==> src/shared/sync_link_pkg.sv <==
// Constants, register map and types shared by both ends of the clocked serial link.
package sync_link_pkg;

	// Bus address width and own register offsets.
	localparam int         ADDR_W          = 8;
	typedef logic [ADDR_W-1:0] addr_t;
	localparam addr_t      CONTROL_OFFSET  = 8'h00;
	localparam addr_t      DIVISOR_OFFSET  = 8'h04;
	localparam addr_t      HOLDING_OFFSET  = 8'h08;
	localparam addr_t      STATUS_OFFSET   = 8'h0C;

	// Field positions inside the control register.
	localparam int         SYNC_MODE_BIT   = 0;
	localparam int         MASTER_BIT      = 1;
	localparam int         ENABLE_BIT      = 2;
	localparam int         SINGLE_RX_BIT   = 3;
	localparam int         CONT_RX_BIT     = 4;
	localparam int         HIGH_SPEED_BIT  = 5;
	localparam int         NINE_BIT_BIT    = 6;
	localparam int         NINTH_DATA_BIT  = 7;

	// Field positions inside the status register.
	localparam int         HOLD_FULL_BIT   = 0;
	localparam int         SHIFT_BUSY_BIT  = 1;
	localparam int         TX_MODE_BIT     = 2;

	// Reset values and character sizes.
	localparam logic [7:0] CONTROL_RESET   = 8'h00;
	localparam logic [7:0] DIVISOR_RESET   = 8'h00;
	localparam logic [3:0] BITS_EIGHT      = 4'h8;
	localparam logic [3:0] BITS_NINE       = 4'h9;
	localparam logic [3:0] BITS_ONE        = 4'h1;

	// Half of the mode factor: sync 4, async high speed 16, async low speed 64.
	localparam logic [5:0] HALF_SYNC       = 6'h02;
	localparam logic [5:0] HALF_ASYNC_HIGH = 6'h08;
	localparam logic [5:0] HALF_ASYNC_LOW  = 6'h20;

	// Transmit sequencer states, Gray coded along idle, lead, trail.
	typedef enum logic [1:0] {
		TX_IDLE  = 2'b00,
		TX_LEAD  = 2'b01,
		TX_TRAIL = 2'b11
	} tx_state_t;

	// Returns the pclk count of one half bit period: factor * (n + 1) / 2.
	function automatic logic [15:0] half_period(input logic [7:0] divisor,
		input logic sync_mode, input logic high_speed);
		logic [5:0] half;
		half = sync_mode ? HALF_SYNC : (high_speed ? HALF_ASYNC_HIGH : HALF_ASYNC_LOW);
		return 16'({8'h00, divisor} + 16'h0001) * 16'({10'h000, half});
	endfunction

endpackage

==> src/shared/sync_link_if.sv <==
// Two-wire clocked serial link: master clock line and shared data line.
`timescale 1ns/1ps
interface sync_link_if;
	logic clock_pin_out;
	logic clock_pin_oe;
	logic data_pin_out;
	logic data_pin_oe;
	logic slave_data_out;
	logic slave_data_oe;
	logic clock_level;
	logic data_level;

	// Resolves the wires: clock idles low, data idles high through a pull-up.
	assign clock_level = clock_pin_oe ? clock_pin_out : 1'b0;
	assign data_level  = data_pin_oe ? data_pin_out : (slave_data_oe ? slave_data_out : 1'b1);

	modport master (
		output clock_pin_out,
		output clock_pin_oe,
		output data_pin_out,
		output data_pin_oe,
		input  clock_level,
		input  data_level
	);

	modport slave (
		output slave_data_out,
		output slave_data_oe,
		input  clock_level,
		input  data_level
	);
endinterface

==> src/verilog/sync_master_tx.sv <==
// Clocked serial master transmitter with APB register access.
// Summary of operation
// - One shared data line, one clock, half-duplex.
// - No start or stop bits are sent.
// - Master makes the clock for all slaves.
// - Sync, master and enable bits select operation.
// - Transmit only when both receive enables clear.
// - Software disables shared display segments first.
// - Clock pin driver on in sync master.
// - Data changes on leading clock edge.
// - One clock cycle per data bit only.
// - Transmit drives data and clock pins.
// - Writing the holding register starts sending.
// - New character waits while shifter is busy.
// - Empty shifter loads holding register at once.
// - Each bit holds until next leading edge.
// - Shift register is not software visible.
// - Divisor 25 at 4 MHz gives 38461.
// - Rate is clock over factor times (n+1).
// - Ninth bit loaded first, nine bits shifted.
`timescale 1ns/1ps
module sync_master_tx (
	input  wire logic                 pclk,
	input  wire logic                 presetn,
	input  wire logic                 psel,
	input  wire logic                 penable,
	input  wire logic                 pwrite,
	input  wire sync_link_pkg::addr_t paddr,
	input  wire logic [31:0]          pwdata,
	output logic      [31:0]          prdata,
	output logic                      pready,
	output logic                      pslverr,
	sync_link_if.master               link
);
	import sync_link_pkg::*;

	logic [7:0]  control;
	logic [7:0]  next_control;
	logic [7:0]  divisor;
	logic [7:0]  next_divisor;
	logic [8:0]  holding;
	logic [8:0]  next_holding;
	logic        holding_full;
	logic        next_holding_full;
	logic [8:0]  shifter;
	logic [8:0]  next_shifter;
	logic [3:0]  bits_left;
	logic [3:0]  next_bits_left;
	logic [15:0] half_count;
	logic [15:0] next_half_count;
	logic [15:0] reload;
	tx_state_t   state;
	tx_state_t   next_state;
	logic        clock_out;
	logic        next_clock_out;
	logic        data_out;
	logic        next_data_out;
	logic [31:0] next_prdata;
	logic        next_pslverr;
	logic        master_on;
	logic        tx_mode;
	logic        setup;
	logic        access;
	logic        mapped;

	////////////////////////////////////////////////////////////////////////////////
	// Mode decode and pin drivers.

	// Master operation needs sync, master select and port enable all set.
	assign master_on = control[SYNC_MODE_BIT] & control[MASTER_BIT] & control[ENABLE_BIT];
	// Any receive enable turns the port away from transmit.
	assign tx_mode   = master_on & ~control[SINGLE_RX_BIT] & ~control[CONT_RX_BIT];

	// The clock driver is on in any master mode, data only when transmitting.
	assign link.clock_pin_oe  = master_on;
	assign link.clock_pin_out = clock_out;
	assign link.data_pin_oe   = tx_mode;
	assign link.data_pin_out  = data_out;

	// Half bit period from the divisor and the mode factor.
	assign reload = half_period(divisor, control[SYNC_MODE_BIT], control[HIGH_SPEED_BIT])
		- 16'h0001;

	// The slave never waits.
	assign pready = 1'b1;
	assign setup  = psel & ~penable;
	assign access = psel & penable;
	assign mapped = (paddr == CONTROL_OFFSET) | (paddr == DIVISOR_OFFSET)
		| (paddr == HOLDING_OFFSET) | (paddr == STATUS_OFFSET);

	////////////////////////////////////////////////////////////////////////////////
	// Next-state logic for the sequencer and the register file.

	// The sequencer runs first so that a bus write in the same cycle wins.
	always_comb begin
		next_control      = control;
		next_divisor      = divisor;
		next_holding      = holding;
		next_holding_full = holding_full;
		next_shifter      = shifter;
		next_bits_left    = bits_left;
		next_half_count   = half_count;
		next_state        = state;
		next_clock_out    = clock_out;
		next_data_out     = data_out;
		next_prdata       = prdata;
		next_pslverr      = pslverr;

		if (!tx_mode) begin
			// Leaving transmit mode drops the character in flight.
			next_state     = TX_IDLE;
			next_clock_out = 1'b0;
			next_bits_left = 4'h0;
			if (!control[ENABLE_BIT]) begin
				next_holding_full = 1'b0;
			end
		end else begin
			case (state)
				TX_IDLE: begin
					// Clock stays at its idle level with no edges.
					next_clock_out = 1'b0;
				end
				TX_LEAD: begin
					if (half_count == 16'h0000) begin
						// Trailing edge: the slave samples here.
						next_clock_out  = 1'b0;
						next_half_count = reload;
						next_state      = TX_TRAIL;
					end else begin
						next_half_count = half_count - 16'h0001;
					end
				end
				TX_TRAIL: begin
					if (half_count != 16'h0000) begin
						next_half_count = half_count - 16'h0001;
					end else if (bits_left > BITS_ONE) begin
						// Leading edge with the next data bit.
						next_shifter    = {1'b0, shifter[8:1]};
						next_data_out   = shifter[1];
						next_bits_left  = bits_left - 4'h1;
						next_clock_out  = 1'b1;
						next_half_count = reload;
						next_state      = TX_LEAD;
					end else begin
						// Last bit done; no extra clock cycle follows.
						next_bits_left = 4'h0;
						next_state     = TX_IDLE;
					end
				end
				default: begin
					next_state     = TX_IDLE;
					next_clock_out = 1'b0;
				end
			endcase

			// Load the shifter as soon as it is empty and a character waits.
			if (holding_full && (next_state == TX_IDLE)) begin
				next_shifter      = holding;
				next_data_out     = holding[0];
				next_bits_left    = control[NINE_BIT_BIT] ? BITS_NINE : BITS_EIGHT;
				next_clock_out    = 1'b1;
				next_half_count   = reload;
				next_state        = TX_LEAD;
				next_holding_full = 1'b0;
			end
		end

		// Read data and error are prepared in the setup cycle.
		if (setup) begin
			next_pslverr = ~mapped;
			next_prdata  = 32'h0000_0000;
			if (!pwrite) begin
				case (paddr)
					CONTROL_OFFSET: next_prdata = {24'h000000, control};
					DIVISOR_OFFSET: next_prdata = {24'h000000, divisor};
					HOLDING_OFFSET: next_prdata = {23'h000000, holding};
					STATUS_OFFSET: begin
						// Shifter contents stay hidden; only busy is shown.
						next_prdata[HOLD_FULL_BIT]  = holding_full;
						next_prdata[SHIFT_BUSY_BIT] = (state != TX_IDLE);
						next_prdata[TX_MODE_BIT]    = tx_mode;
					end
					default: next_prdata = 32'h0000_0000;
				endcase
			end
		end

		// Writes take effect at the access edge.
		if (access && pwrite) begin
			case (paddr)
				CONTROL_OFFSET: next_control = pwdata[7:0];
				DIVISOR_OFFSET: next_divisor = pwdata[7:0];
				HOLDING_OFFSET: begin
					if (control[ENABLE_BIT]) begin
						// The ninth bit is taken from control at write time.
						next_holding      = {control[NINTH_DATA_BIT], pwdata[7:0]};
						next_holding_full = 1'b1;
					end
				end
				default: begin
				end
			endcase
		end
	end

	////////////////////////////////////////////////////////////////////////////////
	// State registers.

	// Registers the next values; reset leaves the port disabled and idle.
	always_ff @(posedge pclk or negedge presetn) begin
		if (!presetn) begin
			control      <= CONTROL_RESET;
			divisor      <= DIVISOR_RESET;
			holding      <= 9'h000;
			holding_full <= 1'b0;
			shifter      <= 9'h000;
			bits_left    <= 4'h0;
			half_count   <= 16'h0000;
			state        <= TX_IDLE;
			clock_out    <= 1'b0;
			data_out     <= 1'b0;
			prdata       <= 32'h0000_0000;
			pslverr      <= 1'b0;
		end else begin
			control      <= next_control;
			divisor      <= next_divisor;
			holding      <= next_holding;
			holding_full <= next_holding_full;
			shifter      <= next_shifter;
			bits_left    <= next_bits_left;
			half_count   <= next_half_count;
			state        <= next_state;
			clock_out    <= next_clock_out;
			data_out     <= next_data_out;
			prdata       <= next_prdata;
			pslverr      <= next_pslverr;
		end
	end

endmodule

==> src/flat_wrapper.sv <==
// flat-port wrapper written by rule: the top's interface ports become plain ports
module sync_master_tx_flat import sync_link_pkg::*;
  (pclk, presetn, psel, penable, pwrite, paddr, pwdata, prdata, pready, pslverr, link_clock_pin_out, link_clock_pin_oe, link_data_pin_out, link_data_pin_oe);
  sync_link_if link_i ();
  input  wire logic pclk;
  input  wire logic presetn;
  input  wire logic psel;
  input  wire logic penable;
  input  wire logic pwrite;
  input  wire sync_link_pkg::addr_t paddr;
  input  wire logic [31:0] pwdata;
  output logic      [31:0] prdata;
  output logic pready;
  output logic pslverr;
  output wire logic [$bits(link_i.clock_pin_out)-1:0] link_clock_pin_out;
  output wire logic [$bits(link_i.clock_pin_oe)-1:0] link_clock_pin_oe;
  output wire logic [$bits(link_i.data_pin_out)-1:0] link_data_pin_out;
  output wire logic [$bits(link_i.data_pin_oe)-1:0] link_data_pin_oe;
  assign link_clock_pin_out = link_i.clock_pin_out;
  assign link_clock_pin_oe = link_i.clock_pin_oe;
  assign link_data_pin_out = link_i.data_pin_out;
  assign link_data_pin_oe = link_i.data_pin_oe;
  sync_master_tx u_core (.pclk(pclk), .presetn(presetn), .psel(psel), .penable(penable), .pwrite(pwrite), .paddr(paddr), .pwdata(pwdata), .prdata(prdata), .pready(pready), .pslverr(pslverr), .link(link_i));
endmodule
==> config.mk <==
export PLATFORM = sky130hd
export DESIGN_NAME = sync_master_tx_flat
export DESIGN_NICKNAME = d
export VERILOG_FILES = /design/src/shared/sync_link_pkg.sv /design/src/shared/sync_link_if.sv /design/src/verilog/sync_master_tx.sv /design/src/flat_wrapper.sv
export SDC_FILE = /design/constraint.sdc
export NUM_CORES = 1
export LEC_CHECK = 0
export BUFFER_PORTS_ARGS = -buffer_cell sky130_fd_sc_hd__buf_2
export CAP_MARGIN = 25
export CORE_MARGIN = 4
export CORE_UTILIZATION = 43
export DETAILED_ROUTE_END_ITERATION = 8
export GPL_TIMING_DRIVEN = 0
export PLACE_DENSITY_LB_ADDON = 0.2
export SKIP_LAST_GASP = 1
export SYNTH_ARGS = -nofsm -noshare
export SYNTH_HDL_FRONTEND = slang
export SYNTH_SLANG_ARGS = --single-unit
==> constraint.sdc <==
create_clock -name pclk -period 5.59 [get_ports pclk]
set_input_delay 0.8385 -clock pclk [delete_from_list [all_inputs] [get_ports pclk]]
set_output_delay 0.8385 -clock pclk [all_outputs]
set_load 0.05 [all_outputs]
==> summary.md, run 1 <==
| Metric | Value |
|---|---|
| DR iter-0 viols | 256 |
| Top-count cell post-synth | dfrtp_1 |
| Worst R2R Start | u_core.divisor[0]$_DFFE_PN0P_ |
| Clock tree sinks | 68 |
| Post-CTS Setup Inserts | 0 |
| Synth area leaders | dfrtp_1, ha_1, fa_1 |
| Core ar. | 11600 um2 |
| Number of global-route vias before repair | 3920 |
| Post-layout util | 0.508 |
| Yosys top cell area share | 0.331 |
| DP Area | 5570 um2 |
| Worst Clk Skew | roughly 0.0075 ns |
| DRT Pass-1 Iters | 4 |
| Hpwl dp | 8.92 mm |
| Worst Reg-to-Reg Cells | 17 |
| Die Y | 117 um |
| Row count | 39 |
| CTS tree | built |
| Net Sw Power | 0.350 mW |
| Number of distinct library cells after synthesis | 65 |
| Main flop type after synthesis | dfrtp_1 |
| Setup crit start | u_core.divisor[0]$_DFFE_PN0P_ |
| Critical path type | flip-flop to flip-flop |
| Achievable frequency | 219 MHz |
| Worst Setup End Kind | flip-flop |
| Seq pwr share | 0.395 |
| Combinational power share | 0.158 |
| Die width | 117 um |
| Yosys warns | 0 |
| Synth area leader | dfrtp_1 |
| DRC Markers | 0 |
| Sequential fraction of the synthesis area | 0.331 |
| Leak | 2.92 nW |
| Die area | around 14000 um2 |
| Antenna Violating Nets Remaining | 0 |
| Worst rel slew slack | 0.323 |
| Maximum number of pins on one net before global-route repair | slightly below 70 |
| Grt ovf | 0 |
| Pint | 0.916 mW |
| Hold_buf cts | 0 |
| Wire length per cell | 15.3 um |
| # Max-Cap Violations | 0 |
| Worst Setup Slack, final | around 1.0 ns |
| Post-CTS sizing | 0 |
| Slew Limit Fails | 0 |
| Data arrival, critical path | 4.81 ns |
| Final instance area | 5880 um2 |
| Final Hold Viols | 0 |
| RSZ-0062 raised after global routing | false |
| Area Growth Syn to Fin | 14.4% |
| Peak supply drop | 122 uV |
| Initial antenna violation count | 0 |
| Ys async rst share | 1.00 |
| Share of layout cells above drive strength 1 | 0.195 |
| Synthesized cell area | 5140 um2 |
| NumNets Final | roughly 710 |
| ANT cells | 0 |
| Mean Syn Cell Area | between 9 and 10 um2 |
| CTS root buf | clkbuf_16 |
| Total Routing Usage GR | 0.176 |
| Period minus WS final | roughly 4.6 ns |
| Via-to-Cell Ratio | 5.47 |
| Input/output buffers | 34 |
| RePlAce Congestion | 0.876 |
| Post-synth EDFFs | 0 |
| Num CTS Buffers | 9 |
| Setup crit end | u_core.half_count[12]$_DFFE_PN0P_ |
| Clk buf depth | 2 |
| Final WL | 11.5 mm |
| Vias | 4120 |
| Period utilisation layout | 0.818 |
| Initial Util | 0.444 |
| P per Cell Area | 215 nW/um2 |
| Setup Slack @ Placement | 1.10 ns |
| Clk slew on worst S/H paths | 0.06 ns |
| Total power | 1.27 mW |
| Flip-flop and latch count after synthesis | 68 |
| Worst r2r dst | u_core.half_count[12]$_DFFE_PN0P_ |
| Sw Ratio | 0.277 |
| Clock power share | 0.447 |
| Worst hold start | u_core.prdata[0]$_DFFE_PN0P_ |
| Worst-skew pair later-pin latency | 0.33 ns |
| Worst slew pin tran | 1.01 ns |
| Global-route wire length before repair | roughly 19 mm |
| Startpoint Class | flip-flop |
| H-tree depth | 3 |
| Final setup vio count | 0 |
| Reg-to-reg slack, setup | between 1 and 1.5 ns |
| Syn Inst Count | 537 |
| Outcome | finished, final reports clean |
| Post-synth top cells | dfrtp_1, ha_1, nand2_1 |
| CP required | 5.83 ns |
| CP max FO | 8 |
| Hold Crit Class | flip-flop to flip-flop |
| Ports | 83 |
| Final TNS setup | 0 ns |
==> per-stage QoR <==
stage / hold slack [ns] / cells
2_1_floorplan: 0.455 / 559
3_3_place_gp: 0.462 / 736
3_5_place_dp: 0.467 / 737
4_1_cts: 0.484 / 753
5_1_grt: 0.494 / 753
6_report: 0.479 / 753
==> cell type report <==
cell class              instances  area [um2]
multi-input cells             417        3140
fillers                      1096        5690
well taps                     143         179
inverters                      30         113
clock inverters                 7        76.3
plain buffers                  44         264
clock buffers                   9         225
flip-flops and latches         68        1700
repair buffers                 35         176
==> critical path, cell delays in order, from the launching register on <==
cell,delay [ns]
dfrtp_1,0.49
and3_1,0.22
nand3_1,0.14
xor2_1,0.31
nor2b_1,0.09
ha_1,0.28
inv_1,0.05
fa_1,0.47
inv_1,0.06
fa_1,0.48
ha_1,0.30
ha_1,0.36
a211oi_1,0.40
o21ai_0,0.16
a21oi_1,0.19
xnor2_1,0.17
o22ai_1,0.12
a22oi_1,0.20
==> power groups by stage <==
stage	logic, mW	clock network [mW]	registers (mW)
CTS	0.201	0.577	0.500
detailed placement	0.200	0	0.509
finish	0.200	0.566	0.500
floorplan	0.146	0	0.511
global route	0.222	0.601	0.501
global placement	0.198	0	0.509
==> worst min path at each step <==
stage                     depth (start not counted)  slack [ns]                            end
final                                             2        0.48   u_core.prdata[0]$_DFFE_PN0P_
after global routing                              2        0.49   u_core.prdata[8]$_DFFE_PN0P_
after CTS                                         2        0.48   u_core.prdata[0]$_DFFE_PN0P_
after detailed placement                          2        0.47   u_core.prdata[8]$_DFFE_PN0P_
after global placement                            2        0.46     u_core.pslverr$_DFFE_PN0P_
after floorplan                                   2        0.46  u_core.shifter[1]$_DFFE_PN0P_
==> logic make-up (layout without fill, tap and decap cells) <==
group,after synthesis,after routing,share of synthesized area
buf+inv,74,125,0.0733
compound gates,119,119,0.153
simple gates,158,158,0.158
mux,41,41,0.0928
other cells,2,24,0.00146
flops,68,68,0.331
xor+xnor,18,18,0.0307
fa+ha+maj,57,57,0.159
==> state kept, by name (all words and copies together), names as in the netlist <==
name,cells
u_core.half_count,16
u_core.holding,9
u_core.prdata,9
u_core.shifter,9
u_core.control,8
u_core.divisor,8
u_core.bits_left,4
u_core.state,2
u_core.holding_full,1
u_core.link.clock_pin_out,1
u_core.pslverr,1
==> per-layer routing <==
layer	up-vias	part of all wire	global-route usage
met2	91	0.47	0.263
li1	2012	-	-
met5	-	0	0
met4	0	0.018	0.0696
met1	2000	0.48	0.257
met3	17	0.038	0.0257
==> placed cells by master, fill, tap and decap left out, drive strengths merged, types with 4 or more instances in the layout <==
master  Yosys  routed
a211oi      5       5
a21o        6       6
a21oi      18      18
a22o        9       9
and3        4       4
buf        32      67
clkbuf     12      21
clkinv      1       4
conb        2      24
dfrtp      68      68
fa         14      14
ha         43      43
inv        29      30
mux2       23      23
mux2i      15      15
nand2      45      45
nand2b      8       8
nand3      14      14
nor2       33      33
nor2b       8       8
nor3       14      14
nor4        9       9
o21a        4       4
o21ai      44      44
o21bai      4       4
o31ai       5       5
or3         6       6
or4         4       4
xnor2      10      10
xor2        8       8
Note: power is estimated with default switching activity, not from simulation.
==> run 2, diff against run 1 <==
==> constraint.sdc (replaced) <==
create_clock -name pclk -period 4 [get_ports pclk]
set_input_delay 0.6 -clock pclk [delete_from_list [all_inputs] [get_ports pclk]]
set_output_delay 0.6 -clock pclk [all_outputs]
set_load 0.05 [all_outputs]
==> summary.md, run 2 (synthesis gave the netlist of run 1 again) <==
| Metric | Value |
|---|---|
| Final instance area | 6270 um2 |
| Share of layout cells above drive strength 1 | 0.281 |
| Area Growth Syn to Fin | 22.2% |
| Critical path type | flip-flop to flip-flop |
| Leak | 2.97 nW |
| CTS root buf | clkbuf_16 |
| Wire length per cell | 16.0 um |
| Area taken by multi-input logic gates | 3490 um2 |
| Worst Reg-to-Reg Cells | 16 |
| NumNets Final | 713 |
| Vias | 4150 |
| RSZ-0062 raised after global routing | true |
| Setup crit end | u_core.half_count[15]$_DFFE_PN0P_ |
| DR iter-0 viols | 200 |
| Die width | 117 um |
| Commonest non-fill, non-tap cells in the layout | dfrtp_1, nand2_1, buf_2 |
| Max reg flops | 16 |
| Data arrival, critical path | between 4 and 5 ns |
| Via-to-Cell Ratio | 5.47 |
| Final setup vio count | 3 |
| Clk buf depth | 2 |
| Commonest non-fill, non-tap cell in the layout | dfrtp_1 |
| Period utilisation layout | 1.01 |
| Worst slew pin tran | between 0.9 and 1 ns |
| Global-route wire length before repair | 19.5 mm |
| Setup crit start | u_core.divisor[1]$_DFFE_PN0P_ |
| Row count | 39 |
| Worst Clk Skew | between 0.007 and 0.008 ns |
| CP required | 4.22 ns |
| Reg-to-reg slack, setup | -0.05 ns |
| Register with the most flip-flops | u_core.half_count |
| Worst-skew pair later-pin latency | around 0.33 ns |
| Hpwl dp | around 9.1 mm |
| Antenna Violating Nets Remaining | 0 |
| Final WL | 12.2 mm |
| Core ar. | 11600 um2 |
| Number of global-route vias before repair | 3963 |
| H-tree depth | 3 |
| Worst r2r dst | u_core.half_count[15]$_DFFE_PN0P_ |
| Die area | 13800 um2 |
| CTS tree | built |
| Num CTS Buffers | 9 |
| DRC Markers | 0 |
| Slew Limit Fails | 0 |
| Worst rel slew slack | 0.329 |
| Achievable frequency | ~250 MHz |
| Worst R2R Start | u_core.divisor[1]$_DFFE_PN0P_ |
| Failing checks | negative setup slack |
| P per Cell Area | 290 nW/um2 |
| Initial Util | 0.444 |
| Fin cells | 759 |
| Filler cells | 1036 |
| DRT Pass-1 Iters | 4 |
| Grt ovf | 0 |
| CP max FO | 4 |
| Hold Crit Class | input pin to asynchronous set/reset pin |
| Total Routing Usage GR | 0.180 |
| Worst Setup End Kind | flip-flop |
| # Max-Cap Violations | 0 |
| Startpoint Class | flip-flop |
| Period minus WS final | just over 4 ns |
| Final Hold Viols | 0 |
| Maximum number of pins on one net before global-route repair | slightly below 70 |
| Cells after DPL | 737 |
| DP Area | 5600 um2 |
| Initial antenna violation count | 0 |
| Storage cell area | 1710 um2 |
| Ports | 83 |
| Worst Setup Slack, final | -0.0522 ns |
| Input/output buffers | 34 |
| Peak supply drop | 169 uV |
| Clk slew on worst S/H paths | 0.05 ns |
| Hold_buf cts | 0 |
| RePlAce Congestion | about 0.85 |
| Outcome | complete, but fails checks |
| Die Y | 117 um |
| Clock tree sinks | 68 |
| ANT cells | 0 |
| Total power | 1.82 mW |
==> run 2: cell count changes in the layout (fill, tap and decap cells not counted), moves of 5 or more <==
cell and delta:
ha_4 +14, buf_4 +8, ha_1 -14, o21ai_0 -5
==> run 2: per-stage QoR <==
step	TNS, ns	hold WS (ns)	util	setup WS [ns]
2_1_floorplan	0	0.304	-	0.0202
3_3_place_gp	-2.76	0.462	0.484	-0.462
3_5_place_dp	-3.16	0.460	0.484	-0.548
4_1_cts	-0.193	0.426	0.533	-0.0615
5_1_grt	-1.04	0.472	0.543	-0.229
6_report	-0.121	0.356	0.543	-0.0522
==> run 2: worst max-delay path, stage by stage, from the launching register on <==
cell and delay (ns):
dfrtp_2 0.42, ha_4 0.18, nand3_4 0.12, nor2_4 0.15
and3_4 0.20, and2_4 0.15, ha_4 0.19, fa_1 0.48
fa_1 0.57, ha_4 0.22, ha_4 0.28, o21a_1 0.15
o2111ai_2 0.13, o211ai_1 0.25, a21oi_2 0.10, xnor2_2 0.16
a21o_1 0.18
==> run 2: power by group <==
part | total, mW | internal, mW | switching (mW)
Clock | 0.775 | 0.482 | 0.294
Combinational | 0.343 | 0.142 | 0.202
Sequential | 0.700 | 0.694 | 0.00652
==> run 2: worst min-delay path by stage <==
stage	startpoint	to	slack, ns	depth (start not counted)
6_report	presetn	u_core.half_count[6]$_DFFE_PN0P_	0.36	1
5_1_grt	presetn	u_core.half_count[5]$_DFFE_PN0P_	0.47	1
4_1_cts	presetn	u_core.state[1]$_DFF_PN0_	0.43	1
3_5_place_dp	u_core.prdata[8]$_DFFE_PN0P_	u_core.prdata[8]$_DFFE_PN0P_	0.46	2
3_3_place_gp	u_core.pslverr$_DFFE_PN0P_	u_core.pslverr$_DFFE_PN0P_	0.46	2
2_1_floorplan	presetn	u_core.bits_left[0]$_DFFE_PN0P_	0.30	0
==> run 2: what timing repair did <==
item | CTS | global route
endpoints found under the setup margin | 8 | 8
resized for setup | 37 | 18
setup buffers | 5 | 3
cloned | 0 | 0
pin swaps | 37 | 35
==> run 2: area by class of cell <==
class | count | share of cell area
multi-input cells | 417 | 0.556
clock inverters | 6 | 0.0104
flip-flops and latches | 68 | 0.272
repair buffers | 43 | 0.0377
well taps | 143 | 0.0285
plain buffers | 42 | 0.0411
inverters | 30 | 0.0179
clock buffers | 10 | 0.0365
==> run 2: per-layer routing <==
metal	GRT usage	share of wire	vias up
met5	0	0	-
met4	0.0642	0.019	0
met3	0.0293	0.054	17
met2	0.278	0.47	90
met1	0.255	0.45	2022
li1	-	-	2021
==> run 3, diff against run 2 <==
==> constraint.sdc (replaced) <==
create_clock -name pclk -period 4.48 [get_ports pclk]
set_input_delay 0.672 -clock pclk [delete_from_list [all_inputs] [get_ports pclk]]
set_output_delay 0.672 -clock pclk [all_outputs]
set_load 0.05 [all_outputs]
==> summary.md, run 3 (synthesis gave the netlist of run 1 again) <==
| Metric | Value |
|---|---|
| Peak supply drop | 152 uV |
| Die area | 13800 um2 |
| Number of global-route vias before repair | about 3900 |
| DRT Pass-1 Iters | 4 |
| Clock tree sinks | 68 |
| CTS root buf | clkbuf_16 |
| Area Growth Syn to Fin | 16.5% |
| P per Cell Area | roughly 270 nW/um2 |
| Final Hold Viols | 0 |
| Achievable frequency | roughly 230 MHz |
| NumNets Final | 712 |
| Slew Limit Fails | 0 |
| Die Y | 117 um |
| Final WL | 11.5 mm |
| Combinational power share | 0.164 |
| Seq pwr share | 0.392 |
| Filler cells | 1082 |
| ANT cells | 0 |
| Worst rel slew slack | 0.330 |
| Row count | 39 |
| Maximum number of pins on one net before global-route repair | between 60 and 70 |
| Leak | slightly below 3 nW |
| Final setup vio count | 0 |
| Core ar. | between 10000 and 15000 um2 |
| # Max-Cap Violations | 0 |
| Worst Clk Skew | 0.00655 ns |
| Die width | approximately 120 um |
| Via-to-Cell Ratio | 5.50 |
| CTS tree | built |
| Worst Setup Slack, final | 0.207 ns |
| Post-layout util | 0.517 |
| Wire length per cell | 15.2 um |
| Max reg flops | 16 |
| Worst slew pin tran | 0.997 ns |
| Grt ovf | 0 |
| Hold WS | 0.442 ns |
| Worst-skew pair later-pin latency | 0.33 ns |
| Num CTS Buffers | 9 |
| Share of layout cells above drive strength 1 | 0.226 |
| Sw Ratio | 0.277 |
| Period minus WS final | 4.27 ns |
| Global-route wire length before repair | 19.2 mm |
| Hold Crit Class | input pin to asynchronous set/reset pin |
| DRC Markers | 0 |
| Setup Slack @ Placement | -0.00662 ns |
| Antenna Violating Nets Remaining | 0 |
| Ports | 83 |
| Clock power share | 0.443 |
| Hpwl dp | between 8 and 9 mm |
| Worst Setup End Kind | flip-flop |
| Net Sw Power | about 0.44 mW |
| Commonest non-fill, non-tap cells in the layout | dfrtp_1, nand2_1, buf_2, ha_1 |
| CP max FO | 7 |
| Commonest non-fill, non-tap cell in the layout | dfrtp_1 |
| Critical path type | flip-flop to flip-flop |
| Vias | 4169 |
| H-tree depth | 3 |
| Clk buf depth | 2 |
| Total power | 1.59 mW |
| Outcome | finished, final reports clean |
| Hold_buf cts | 0 |
| Pint | about 1.2 mW |
| Register with the most flip-flops | u_core.half_count |
| RePlAce Congestion | a little under 0.9 |
| DR iter-0 viols | between 150 and 200 |
| Initial antenna violation count | 0 |
| Data arrival, critical path | 4.49 ns |
| Initial Util | 0.444 |
| RSZ-0062 raised after global routing | true |
| CP required | 4.69 ns |
| Total Routing Usage GR | 0.176 |
| Clk slew on worst S/H paths | 0.06 ns |
| Period utilisation layout | 0.954 |
| Startpoint Class | flip-flop |
| Input/output buffers | 34 |
## run 3: cell types whose count changed in the layout (fill, tap and decap cells not counted), moves of 3 or more
cell     before  now
nor2_1       28   31
xnor2_2       4    1
a21oi_1      14   18
ha_1         29   40
a21oi_2       4    0
xnor2_1       6    9
ha_4         14    1
## run 3: critical path, stage by stage (launching register included)
cell and delay (ns):
dfrtp_2 0.43, ha_2 0.23, nand3_1 0.13, nor2_2 0.20, xnor2_2 0.16, nor2b_1 0.07, ha_1 0.29, fa_1 0.46
fa_1 0.49, ha_1 0.31, ha_1 0.37, o21ai_2 0.08, o21a_1 0.23, o21bai_1 0.18, xnor2_1 0.18, o21ai_0 0.14
a22o_1 0.21
## run 3: metrics by stage
stage	setup TNS [ns]	instance area (um2)	instances
finish	0	5980	758
detailed placement	-0.00662	5570	737
CTS	0	5890	753
global route	-0.0200	5980	758
global placement	0	5570	736
floorplan	0	5220	559
## run 3: power groups by stage
stage               combinational, mW  clock (mW)  sequential, mW
finish                          0.262       0.706           0.625
floorplan                       0.183           0           0.638
CTS                             0.251       0.720           0.624
global route                    0.289       0.750           0.625
global placement                0.247           0           0.635
detailed placement              0.250           0           0.635
## run 3: routing by layer
| layer | vias up | wire length, um | part of all wire | GRT usage |
|---|---|---|---|---|
| met1 | 2044 | 5510 | 0.48 | 0.258 |
| met5 | - | 0 | 0 | 0 |
| met3 | 14 | 422 | 0.037 | 0.0257 |
| li1 | 2023 | - | - | - |
| met4 | 0 | 185 | 0.016 | 0.0696 |
| met2 | 88 | 5410 | 0.47 | 0.263 |
## run 3: path summary, 6_finish.rpt
kind,slack (ns),startpoint,depth (start not counted),endpoint
min in group pclk,0.48,u_core.prdata[0]$_DFFE_PN0P_,2,u_core.prdata[0]$_DFFE_PN0P_
hold reg to reg,0.48,u_core.prdata[0]$_DFFE_PN0P_,2,u_core.prdata[0]$_DFFE_PN0P_
setup / recovery,0.21,u_core.divisor[0]$_DFFE_PN0P_,16,u_core.half_count[11]$_DFFE_PN0P_
max in group asynchronous,3.40,presetn,1,u_core.divisor[1]$_DFFE_PN0P_
hold / removal,0.44,presetn,1,u_core.half_count[7]$_DFFE_PN0P_
setup reg to reg,0.21,u_core.divisor[0]$_DFFE_PN0P_,16,u_core.half_count[11]$_DFFE_PN0P_
## run 3: repair_timing
item / in CTS / in global routing
buffers inserted: 0 / 6
pin swaps: 0 / 5
resized for setup: 4 / 14
endpoints found under the setup margin: 3 / 7
## run 3: final cells by class
cell class / count / area, um2 / area share
Inverter: 30 / 113 / 0.0188
Tap cell: 143 / 179 / 0.0299
Clock buffer: 9 / 225 / 0.0376
Timing Repair Buffer: 41 / 221 / 0.0370
Sequential cell: 68 / 1700 / 0.285
Clock inverter: 7 / 76.3 / 0.0128
Multi-Input combinational cell: 417 / 3210 / 0.536
Buffer: 43 / 260 / 0.0435
